--- src/pkg/crg_consts.svh ---
// Constants of the countdown reset guard: ports, indices, fields, timing
`ifndef CRG_CONSTS_SVH
`define CRG_CONSTS_SVH
// ==========================================================
// Host port addresses
`define CRG_PORT_INDEX   16'h002e
`define CRG_PORT_DATA    16'h002f
// ==========================================================
// Configuration keys and guard logical device number
`define CRG_KEY_UNLOCK   8'h87
`define CRG_KEY_LOCK     8'haa
`define CRG_GUARD_LDN    8'h07
// ==========================================================
// Register indices
`define CRG_IDX_LDN      8'h07
`define CRG_IDX_ENABLE   8'h30
`define CRG_IDX_ACTIVATE 8'hf0
`define CRG_IDX_TBASE    8'hf5
`define CRG_IDX_COUNT    8'hf6
// ==========================================================
// Field positions
`define CRG_ENABLE_BIT   0
`define CRG_ACTIVATE_BIT 7
`define CRG_MINUTE_BIT   3
// ==========================================================
// Reset value and read value while locked
`define CRG_RST_BYTE     8'h00
`define CRG_RD_LOCKED    8'hff
// ==========================================================
// Timing
`define CRG_CLK_PERIOD_NS 5
`define CRG_SECOND_NS     1000000000
`define CRG_SEC_PER_MIN   60
`define CRG_SECOND_CYC    (`CRG_SECOND_NS / `CRG_CLK_PERIOD_NS)
`endif

--- src/pkg/crg_pkg.sv ---
// Types of the countdown reset guard
package crg_pkg;
  // ==========================================================
  // Configuration lock states, Gray along the unlock path
  typedef enum logic [1:0] {
    CRG_LK_CLOSED = 2'h0,
    CRG_LK_HALF   = 2'h1,
    CRG_LK_OPEN   = 2'h3
  } crg_lock_e;
  typedef logic [7:0] crg_byte_t;
endpackage : crg_pkg

--- src/pkg/crg_tick_if.sv ---
// Interface between the guard core and its time-base generator
`timescale 1ns/10ps
interface crg_tick_if;
  logic run;     // Countdown running
  logic minute;  // Minute time base selected
  logic restart; // Restart the prescaler
  logic tick;    // One time-base unit elapsed
  modport core (output run, output minute, output restart, input tick);
  modport gen  (input run, input minute, input restart, output tick);
endinterface : crg_tick_if

--- src/hw/crg_tick.sv ---
// Time-base generator: one tick per second or per minute
`timescale 1ns/10ps
`include "crg_consts.svh"
module crg_tick #(
  parameter int unsigned SEC_CYCLES  = `CRG_SECOND_CYC,
  parameter int unsigned SEC_PER_MIN = `CRG_SEC_PER_MIN
) (
  input  wire logic clock_i, // System clock
  input  wire logic rst_i,   // Asynchronous reset
  crg_tick_if.gen   tb       // Generator side of the tick bus
);
  // ==========================================================
  // Prescaler state
  logic [31:0] cyc_reg, cyc_next;
  logic [7:0]  sec_reg, sec_next;
  logic        tick_reg, tick_next;
  logic        sec_end;

  // Next values of the prescaler
  always_comb begin
    cyc_next  = cyc_reg;
    sec_next  = sec_reg;
    tick_next = 1'b0;
    sec_end   = (cyc_reg == SEC_CYCLES - 1);
    if (tb.restart || !tb.run) begin
      cyc_next = '0;
      sec_next = '0;
    end else if (sec_end) begin
      cyc_next = '0;
      // Minute base counts whole seconds
      if (!tb.minute || sec_reg == 8'(SEC_PER_MIN - 1)) begin
        sec_next  = '0;
        tick_next = 1'b1;
      end else begin
        sec_next = sec_reg + 8'h01;
      end
    end else begin
      cyc_next = cyc_reg + 32'h1;
    end
  end

  // Prescaler registers
  always_ff @(posedge clock_i or posedge rst_i) begin
    if (rst_i) begin
      cyc_reg  <= '0;
      sec_reg  <= '0;
      tick_reg <= 1'b0;
    end else begin
      cyc_reg  <= cyc_next;
      sec_reg  <= sec_next;
      tick_reg <= tick_next;
    end
  end

  assign tb.tick = tick_reg;
endmodule : crg_tick

--- src/hw/crg_guard.sv ---
// Countdown reset guard with index/data configuration port
// Behaviour
// - Count down per unit, reset at zero
// - Countdown lengths from 1 to 255 units
// - Two 87 writes to index unlock
// - Select logical device 07 via index 07
// - Index 30 value 01 enables device
// - Index F0 value 80 activates guard
// - Index F6 holds count, zero disables
// - Index F5: 71h seconds, 79h minutes
// - Max count, seconds: reset after 255 s
`timescale 1ns/10ps
`include "crg_consts.svh"
module crg_guard #(
  parameter int unsigned SEC_CYCLES  = `CRG_SECOND_CYC,
  parameter int unsigned SEC_PER_MIN = `CRG_SEC_PER_MIN
) (
  input  wire logic        clock_i,     // System clock, 200 MHz
  input  wire logic        rst_i,       // Asynchronous reset
  input  wire logic [15:0] io_addr_i,   // Host I/O address
  input  wire logic        io_wr_i,     // Host write strobe
  input  wire logic        io_rd_i,     // Host read strobe
  input  wire logic [7:0]  io_wdata_i,  // Host write data
  output logic      [7:0]  io_rdata_o,  // Read data, one cycle later
  output logic             cfg_open_o,  // Configuration unlocked
  output logic             running_o,   // Countdown running
  output logic             sys_reset_o  // System reset request
);
  // ==========================================================
  // Port decode
  logic idx_wr, dat_wr, idx_rd, dat_rd, open;
  assign idx_wr = io_wr_i && (io_addr_i == `CRG_PORT_INDEX);
  assign dat_wr = io_wr_i && (io_addr_i == `CRG_PORT_DATA);
  assign idx_rd = io_rd_i && (io_addr_i == `CRG_PORT_INDEX);
  assign dat_rd = io_rd_i && (io_addr_i == `CRG_PORT_DATA);

  // ==========================================================
  // Lock sequence
  crg_pkg::crg_lock_e lock_reg, lock_next;

  // Two unlock keys in a row open the port
  always_comb begin
    lock_next = lock_reg;
    if (idx_wr) begin
      unique case (lock_reg)
        crg_pkg::CRG_LK_CLOSED: begin
          if (io_wdata_i == `CRG_KEY_UNLOCK) lock_next = crg_pkg::CRG_LK_HALF;
        end
        crg_pkg::CRG_LK_HALF: begin
          if (io_wdata_i == `CRG_KEY_UNLOCK) lock_next = crg_pkg::CRG_LK_OPEN;
          else lock_next = crg_pkg::CRG_LK_CLOSED;
        end
        crg_pkg::CRG_LK_OPEN: begin
          if (io_wdata_i == `CRG_KEY_LOCK) lock_next = crg_pkg::CRG_LK_CLOSED;
        end
        default: lock_next = crg_pkg::CRG_LK_CLOSED;
      endcase
    end
  end

  // Lock register
  always_ff @(posedge clock_i or posedge rst_i) begin
    if (rst_i) begin
      lock_reg <= crg_pkg::CRG_LK_CLOSED;
    end else begin
      lock_reg <= lock_next;
    end
  end

  assign open = (lock_reg == crg_pkg::CRG_LK_OPEN);

  // ==========================================================
  // Configuration registers
  crg_pkg::crg_byte_t index_reg, index_next;
  crg_pkg::crg_byte_t ldn_reg, ldn_next;
  crg_pkg::crg_byte_t enable_reg, enable_next;
  crg_pkg::crg_byte_t activate_reg, activate_next;
  crg_pkg::crg_byte_t tbase_reg, tbase_next;
  crg_pkg::crg_byte_t limit_reg, limit_next;
  logic cfg_wr, guard_sel, load_wr, dis_wr;

  assign cfg_wr    = open && dat_wr;
  assign guard_sel = (ldn_reg == `CRG_GUARD_LDN);
  assign load_wr   = cfg_wr && guard_sel && (index_reg == `CRG_IDX_COUNT);
  assign dis_wr    = cfg_wr && guard_sel &&
                     ((index_reg == `CRG_IDX_ENABLE) || (index_reg == `CRG_IDX_ACTIVATE));

  // Index first, then data at the selected index
  always_comb begin
    index_next    = index_reg;
    ldn_next      = ldn_reg;
    enable_next   = enable_reg;
    activate_next = activate_reg;
    tbase_next    = tbase_reg;
    limit_next    = limit_reg;
    if (open && idx_wr) index_next = io_wdata_i;
    if (cfg_wr) begin
      if (index_reg == `CRG_IDX_LDN) ldn_next = io_wdata_i;
      if (guard_sel) begin
        unique case (index_reg)
          `CRG_IDX_ENABLE:   enable_next   = io_wdata_i;
          `CRG_IDX_ACTIVATE: activate_next = io_wdata_i;
          `CRG_IDX_TBASE:    tbase_next    = io_wdata_i;
          `CRG_IDX_COUNT:    limit_next    = io_wdata_i;
          default: ;
        endcase
      end
    end
  end

  // Configuration register bank
  always_ff @(posedge clock_i or posedge rst_i) begin
    if (rst_i) begin
      index_reg    <= `CRG_RST_BYTE;
      ldn_reg      <= `CRG_RST_BYTE;
      enable_reg   <= `CRG_RST_BYTE;
      activate_reg <= `CRG_RST_BYTE;
      tbase_reg    <= `CRG_RST_BYTE;
      limit_reg    <= `CRG_RST_BYTE;
    end else begin
      index_reg    <= index_next;
      ldn_reg      <= ldn_next;
      enable_reg   <= enable_next;
      activate_reg <= activate_next;
      tbase_reg    <= tbase_next;
      limit_reg    <= limit_next;
    end
  end

  // ==========================================================
  // Countdown
  crg_pkg::crg_byte_t count_reg, count_next;
  logic               expired_reg, expired_next;
  logic               armed, running, fire;
  crg_tick_if         tick_bus ();

  assign armed   = enable_reg[`CRG_ENABLE_BIT] && activate_reg[`CRG_ACTIVATE_BIT];
  assign running = armed && (count_reg != 8'h00);
  assign fire    = running && tick_bus.tick && (count_reg == 8'h01);

  // Load, decrement and expiry; a new expiry beats a clear
  always_comb begin
    count_next   = count_reg;
    expired_next = expired_reg;
    if (load_wr) begin
      count_next   = io_wdata_i;
      expired_next = 1'b0;
    end else if (running && tick_bus.tick) begin
      count_next = count_reg - 8'h01;
    end
    if (dis_wr) expired_next = 1'b0;
    if (fire) expired_next = 1'b1;
  end

  // Countdown registers
  always_ff @(posedge clock_i or posedge rst_i) begin
    if (rst_i) begin
      count_reg   <= `CRG_RST_BYTE;
      expired_reg <= 1'b0;
    end else begin
      count_reg   <= count_next;
      expired_reg <= expired_next;
    end
  end

  // Time base follows the count
  assign tick_bus.run     = running;
  assign tick_bus.minute  = tbase_reg[`CRG_MINUTE_BIT];
  assign tick_bus.restart = load_wr;

  crg_tick #(
    .SEC_CYCLES  (SEC_CYCLES),
    .SEC_PER_MIN (SEC_PER_MIN)
  ) u_tick (
    .clock_i (clock_i),
    .rst_i   (rst_i),
    .tb      (tick_bus)
  );

  // ==========================================================
  // Read path
  crg_pkg::crg_byte_t rdata_reg, rdata_next;

  // Registered read mux; live count at the count index
  always_comb begin
    rdata_next = rdata_reg;
    if (io_rd_i) rdata_next = `CRG_RD_LOCKED;
    if (open && idx_rd) rdata_next = index_reg;
    if (open && dat_rd) begin
      rdata_next = 8'h00;
      if (index_reg == `CRG_IDX_LDN) rdata_next = ldn_reg;
      else if (guard_sel) begin
        unique case (index_reg)
          `CRG_IDX_ENABLE:   rdata_next = enable_reg;
          `CRG_IDX_ACTIVATE: rdata_next = activate_reg;
          `CRG_IDX_TBASE:    rdata_next = tbase_reg;
          `CRG_IDX_COUNT:    rdata_next = count_reg;
          default:           rdata_next = 8'h00;
        endcase
      end
    end
  end

  // Read data register
  always_ff @(posedge clock_i or posedge rst_i) begin
    if (rst_i) begin
      rdata_reg <= `CRG_RST_BYTE;
    end else begin
      rdata_reg <= rdata_next;
    end
  end

  // Outputs
  assign io_rdata_o  = rdata_reg;
  assign cfg_open_o  = open;
  assign running_o   = running;
  assign sys_reset_o = expired_reg;
endmodule : crg_guard

--- config.mk ---
export PLATFORM = sky130hd
export DESIGN_NAME = crg_guard
export DESIGN_NICKNAME = d
export VERILOG_FILES = /design/src/pkg/crg_pkg.sv /design/src/pkg/crg_tick_if.sv /design/src/hw/crg_tick.sv /design/src/hw/crg_guard.sv
export VERILOG_INCLUDE_DIRS = /design/src /design/src/pkg
export SDC_FILE = /design/constraint.sdc
export NUM_CORES = 1
export LEC_CHECK = 0
export BUFFER_PORTS_ARGS = -buffer_cell sky130_fd_sc_hd__buf_2
export CORE_MARGIN = 5
export CORE_UTILIZATION = 50
export CTS_CLUSTER_DIAMETER = 80
export DETAILED_ROUTE_END_ITERATION = 12
export PLACE_DENSITY = 0.76
export SYNTH_ARGS = -nofsm -noshare
export SYNTH_HDL_FRONTEND = slang
export SYNTH_SLANG_ARGS = --single-unit
--- constraint.sdc ---
create_clock -name clock_i -period 3.2 [get_ports clock_i]
set_input_delay 0.8 -clock clock_i [delete_from_list [all_inputs] [get_ports clock_i]]
set_output_delay 0.8 -clock clock_i [all_outputs]
set_load 0.05 [all_outputs]
==> results of run 1 <==
power by group:
part | switching, uW | internal [uW]
combinational | 48.7 | 18.5
clock | 487 | 302
sequential | 0.00133 | 1260
worst reg2reg max path, stage by stage, from the launching register on:
cell and delay (ns):
dfrtp_1 0.45, and2_0 0.60, nand3b_1 0.15, a31oi_1 0.65, a221oi_1 0.21, nor2_1 0.16
placed cells by master (no fill, tap or decap), types with 6 or more instances in the layout:
| cell type | count |
|---|---|
| inv_1 | 14 |
| nand3_1 | 23 |
| o22ai_1 | 16 |
| mux2_4 | 8 |
| dfrtp_1 | 100 |
| buf_2 | 38 |
| and3_1 | 9 |
| nor4_1 | 6 |
| a21oi_1 | 17 |
| xnor2_1 | 29 |
| o21ai_0 | 6 |
| a221oi_1 | 8 |
| nor2_1 | 66 |
| nor3_1 | 15 |
| nand4_1 | 8 |
| clkbuf_8 | 9 |
| and4_1 | 6 |
| mux2_2 | 33 |
| nand2_1 | 22 |
| xor2_1 | 9 |
| a22oi_1 | 17 |
final cells by class:
class	instances	area (sq um)	share of cell area, %
clock buffer	9	124	2.18
clock inverter	7	70.1	1.23
inverter	15	60.1	1.05
multi-input combinational	361	2530	44.5
sequential	100	2500	43.9
tap	136	170	2.99
timing repair buffer	42	233	4.09
per-layer routing:
layer,vias to the layer above,part of all wire (%)
met5,-,0
met4,0,2.2
met3,20,5.7
met2,91,49
met1,1940,43
li1,1867,-
cell families after synthesis:
| family | after synthesis | share of synthesized area (%) |
|---|---|---|
| AO/OA/AOI/OAI | 72 | 9.23 |
| XOR/XNOR | 38 | 6.41 |
| adder cells (fa/ha/maj) | 5 | 1.21 |
| buffers and inverters | 32 | 2.94 |
| flip-flops | 100 | 48.2 |
| multiplexers | 43 | 9.86 |
| AND/OR/NAND/NOR | 203 | 22.1 |
stage by stage:
stage	cell area, sq um	cells	total power [uW]	hold slack, ns
2_1_floorplan	5190	493	1310	0.451
3_3_place_gp	5500	654	1360	0.471
3_5_place_dp	5500	654	1360	0.484
4_1_cts	5690	670	2150	0.439
5_1_grt	5690	670	2210	0.476
6_report	5690	670	2120	0.441
worst min path at each step:
stage                                startpoint                          end  slack, ns  depth (start not counted)
floorplan           u_tick.cyc_reg[0]$_DFF_PP0_  u_tick.cyc_reg[0]$_DFF_PP0_       0.45                          1
global placement    u_tick.cyc_reg[0]$_DFF_PP0_  u_tick.cyc_reg[0]$_DFF_PP0_       0.47                          1
detailed placement  u_tick.cyc_reg[0]$_DFF_PP0_  u_tick.cyc_reg[0]$_DFF_PP0_       0.48                          1
CTS                                       rst_i    io_rdata_o[7]$_DFFE_PP0P_       0.44                          2
global route                              rst_i     tbase_reg[5]$_DFFE_PP0P_       0.48                          2
finish                                    rst_i     count_reg[2]$_DFFE_PP0P_       0.44                          2
==> metrics.md, run 1 <==
| Metric | Value |
|---|---|
| Vias in the first global route | 3847 |
| IO buf count | 38 |
| Grt ovf | 0 |
| Std-Cell Rows | 37 |
| FF-to-FF path depth | 5 |
| CP Buf/Inv Count | 2 |
| First-pass GRT wire length | 19200 microns |
| Postcts setup bufs | 0 |
| Largest register FFs | 32 |
| DR pass1 iterations | 5 |
| Highest Clock Rate | 341 MHz |
| Area leader, netlist | dfrtp_1 |
| Layout fillers | between 800 and 900 |
| Final setup fails | 0 |
| CTS H-tree depth | 3 |
| Setup WS post-layout | 0.263 ns |
| Residual DRC | 0 |
| CP Capture Point | running_o |
| Clk_lat worst skew | 0.39 ns |
| Avg Inst Size Synth | 10.5 sq um |
| Worst EP arrival | 2.14 ns |
| R2R Setup Slk | 0.91 ns |
| Clk slew on worst S/H paths | 0.09 ns |
| Netlist cell types | 52 |
| Hold Buf Count CTS | 0 |
| Setup TNS | 0 ns |
| Nets | around 560 |
| #FFs+latches synth | 100 |
| CTS Buffer Depth | 2 |
| RSZ-0062 raised after global routing | false |
| Cell family with the largest share of critical-path delay | simple AND/OR/NAND/NOR gates |
| Synth Net Count | 526 |
| Vias | 3918 |
| Max_slew headroom | 38.3% |
| Ant diodes | 0 |
| Crit end category | output port |
| Pin count of the biggest net entering global routing | 79 |
| FF-to-FF End | io_rdata_o[2]$_DFFE_PP0P_ |
| Power Dens Cells | approximately 370 nW/um^2 |
| Die ar. | 12500 sq um |
| Met1 Usage GRT | approximately a quarter |
| Global-route usage over all layers | roughly a fifth |
| Critical path depth | 6 |
| Met2 usage | 29.9% |
| Clk sinks | 100 |
| Drt first-iter violations | 364 |
| Initial antenna violation count | 0 |
| Die H | 112 microns |
| Wire per inst | around 17 microns |
| Vias per inst | 5.85 |
| Most common cell in the netlist | dfrtp_1 |
| Startpoint Class | register |
| Worst slack at placement | 0.490 ns |
| Fin crit share | between 90 and 100% |
| Placeable Area | about 10000 sq um |
| Final wirelength | between 10000 and 15000 microns |
| Worst min-delay path class | primary input to async pin |
| TritonCTS clock tree | yes |
| Top cells by area, synth | dfrtp_1, mux2_2, xnor2_1 |
| Most used routing layer | met2 |
| Initial Util | 50.7% |
| Detail Placement HPWL | approximately 7900 microns |
| Reg-to-Reg Start | index_reg[6]$_DFFE_PP0P_ |
| CP max stage delay | 0.43 ns |
| Crit. Startpoint | count_reg[1]$_DFFE_PP0P_ |
| Endpoints failing hold | 0 |
| GP Congestion | 0.868 |
| Synth Warn # | 0 |
| Final Skew | 0.0126 ns |
| EDFF count, synth | 0 |
| Met3 Usage GRT | 5.71% |
| Final core area utilization | between 50% and 60% |
| Die Wd | 112 microns |
| Worst path slowest cell | dfrtp_1 |
| Ys flop type | dfrtp_1 |
| Synth async-reset ratio | 100% |
| Status | finished, final reports clean |
| Leakage power | 0.00229 uW |
| Mapped cell area | 5190 sq um |
| Area Growth Syn to Fin | 9.72% |
| Num ports | 39 |
| Required time worst endpoint | 2.40 ns |
| Worst Path Class, Setup | register to output port |
| Share of post-route cells with drive strength above 1 | roughly a fifth |
| Seq/Total Area, Yosys | about half |
| Post-Syn Instances | 493 |
| Antenna Nets Post-Route | 0 |
| TritonCTS Buffers | 9 |
| MaxCap Viol Count | 0 |
| Cell Chain, Critical Path | inv_1, ha_1, nor4b_1, nand2_1, and3_1, buf_2 |
| Slew Viols, Final | 0 |
| Yosys top cell area share | 48.2% |
| Worst-Margin Slew | 0.917 ns |
| Resized Gates After CTS | 0 |
| Clock root cell | clkbuf_8 |
| Period minus WS final | 2.94 ns |
| Maximum fanout along the worst path | 4 |
| VDD IR max | ~0.32 mV |
| Synth top cells by count | dfrtp_1, nor2_1, mux2_2 |
Power figures use the tool's default switching activity.
==> run 2: changes to the inputs <==
- CTS_CLUSTER_DIAMETER: 80 -> default
- PLACE_DENSITY: 0.76 -> 0.73
- clock period: 3.2 -> 2.8 ns (I/O delays scaled with it)
==> run 2 against run 1 <==
Effect of this change: sequential cell count is the same; critical path depth did not move; hold slack better by 0.012 ns; sequential power rose by 14%; clock skew is 0.0023 ns lower; sequential share of layout area is 0.49 points lower; register-to-register slack lost 0.41 ns; via count up 2.3%; clock power up 15%; first-iteration DRC count decreased by 3.0%.
==> metrics.md, run 2 (synthesized netlist as in run 1, its figures left out) <==
| Metric | Value |
|---|---|
| Maximum fanout along the worst path | 4 |
| Hold Buf Count CTS | 0 |
| Num ports | 39 |
| Resized Gates After CTS | 1 |
| Slew Viols, Final | 0 |
| Postcts setup bufs | 0 |
| CP Buf/Inv Count | 2 |
| Vias in the first global route | 3968 |
| Worst slack at placement | 0.162 ns |
| Status | finished, final reports clean |
| Fin crit share | 94.5% |
| Commonest non-fill, non-tap cells in the layout | dfrtp_1, nor2_1, buf_2 |
| Share of post-route cells with drive strength above 1 | between 20% and 30% |
| Final setup fails | 0 |
| Initial Util | between 50% and 60% |
| Psw | 615 uW |
| Reg-to-Reg Start | ldn_reg[4]$_DFFE_PP0P_ |
| Initial antenna violation count | 0 |
| Int Pwr | approximately 1800 uW |
| Cell Chain, Critical Path | inv_1, ha_1, nor4b_2, nand2_1, and3_1, buf_2 |
| Met1 wire length | 4990 microns |
| Max_slew headroom | 49.3% |
| Vias per inst | between 5 and 6 |
| FF-to-FF End | tbase_reg[4]$_DFFE_PP0P_ |
| Ant diodes | 0 |
| Die ar. | 12500 sq um |
| Crit end category | output port |
| MaxCap Viol Count | 0 |
| Required time worst endpoint | approximately 2.1 ns |
| Endpoints failing hold | 0 |
| Die Wd | ~110 microns |
| Placeable Area | 10200 sq um |
| Worst path slowest cell | dfrtp_1 |
| Clk pwr share | 37.3% |
| Worst EP arrival | 1.95 ns |
| FF-to-FF path depth | 4 |
| Met3 Wirelength | 529 microns |
| Largest register FFs | 32 |
| Residual DRC | 0 |
| Grt ovf | 0 |
| TritonCTS Buffers | 9 |
| Finished Layout Cells | 678 |
| DR pass1 iterations | 5 |
| Startpoint Class | register |
| Clock root cell | clkbuf_8 |
| Sequential power share | 59.5% |
| Leakage power | 0.00234 uW |
| Area Growth Syn to Fin | 10.9% |
| Setup WS post-layout | roughly 0.15 ns |
| RSZ-0062 raised after global routing | false |
| First-pass GRT wire length | about 20000 microns |
| GP Congestion | 0.833 |
| Die H | 112 microns |
| Placed Cells | 662 |
| Gate power share | 3.2% |
| CTS Buffer Depth | 2 |
| Worst min-delay path class | primary input to async pin |
| Cell family with the largest share of critical-path delay | simple AND/OR/NAND/NOR gates |
| Top routing layer used | met4 |
| Period minus WS final | 2.65 ns |
| Worst-Margin Slew | between 0.7 and 0.8 ns |
| Clk sinks | 100 |
| IO buf count | 38 |
| Wire per inst | 17.2 microns |
| Setup TNS | 0 ns |
| CP max stage delay | 0.43 ns |
| Pin count of the biggest net entering global routing | about 100 |
| Detail Placement HPWL | 8130 microns |
| Sw Ratio | 25.3% |
| Clk slew on worst S/H paths | roughly 0.10 ns |
| CTS H-tree depth | 3 |
| Clk_lat worst skew | 0.38 ns |
| Final Skew | 0.0103 ns |
| Leading cell type in the layout, fill and taps excluded | dfrtp_1 |
| R2R Setup Slk | 0.50 ns |
| Nets | 570 |
| Global-route usage over all layers | 19.2% |
| Metal2 WL | 5870 microns |
| Vias | 4007 |
| Power Dens Cells | 421 nW/um^2 |
| Std-Cell Rows | 37 |
| TritonCTS clock tree | yes |
| Worst Path Class, Setup | register to output port |
| VDD IR max | 0.320 mV |
| Highest Clock Rate | 378 MHz |
| Drt first-iter violations | 353 |
| Final wirelength | 11700 microns |
| Antenna Nets Post-Route | 0 |
-- run 2: metal layers --
metal | vias to the layer above | GRT usage, %
li1 | 1885 | -
met3 | 27 | 3.80
met2 | 101 | 31.4
met5 | - | 0
met4 | 0 | 7.70
met1 | 1994 | 25.1
-- run 2: worst reg2reg max path: stages, from the launching register on --
cell and delay, ns:
dfrtp_1 0.43, nor4_1 0.51, nand3_1 0.27, or3_1 0.62, mux2_4 0.37
-- run 2: layout make-up --
class	instances	area, sq um
Timing Repair Buffer	50	293
Fill cell	887	4470
Clock buffer	9	124
Tap cell	136	170
Clock inverter	7	67.6
Inverter	15	60.1
Multi-Input combinational cell	361	2540
Sequential cell	100	2500
-- run 2: power groups by stage --
stage               clock, uW  combinational [uW]  sequential (uW)
floorplan                   0                28.6             1470
global placement            0                77.2             1470
detailed placement          0                78.5             1470
CTS                       929                78.6             1440
global route              995                87.2             1440
finish                    905                77.7             1440
-- run 2: worst max-delay path by stage --
| stage | startpoint | endpoint | slack (ns) | cells past startpoint |
|---|---|---|---|---|
| 2_1_floorplan | io_addr_i[4] | tbase_reg[0]$_DFFE_PP0P_ | 0.57 | 6 |
| 3_5_place_dp | io_addr_i[8] | tbase_reg[4]$_DFFE_PP0P_ | 0.16 | 6 |
| 6_report | count_reg[1]$_DFFE_PP0P_ | running_o | 0.15 | 6 |
| 4_1_cts | count_reg[0]$_DFFE_PP0P_ | running_o | 0.13 | 6 |
| 3_3_place_gp | io_addr_i[4] | tbase_reg[3]$_DFFE_PP0P_ | 0.27 | 6 |
| 5_1_grt | count_reg[0]$_DFFE_PP0P_ | running_o | 0.02 | 6 |
-- run 2: metrics by stage --
stage               hold slack (ns)  total power (uW)  instance area [sq um]  util [%]
global route                  0.500              2530                   5760      56.3
CTS                           0.471              2450                   5760      56.3
finish                        0.453              2430                   5760      56.3
global placement              0.473              1550                   5560      54.3
detailed placement            0.478              1550                   5560      54.3
floorplan                     0.451              1500                   5190         -
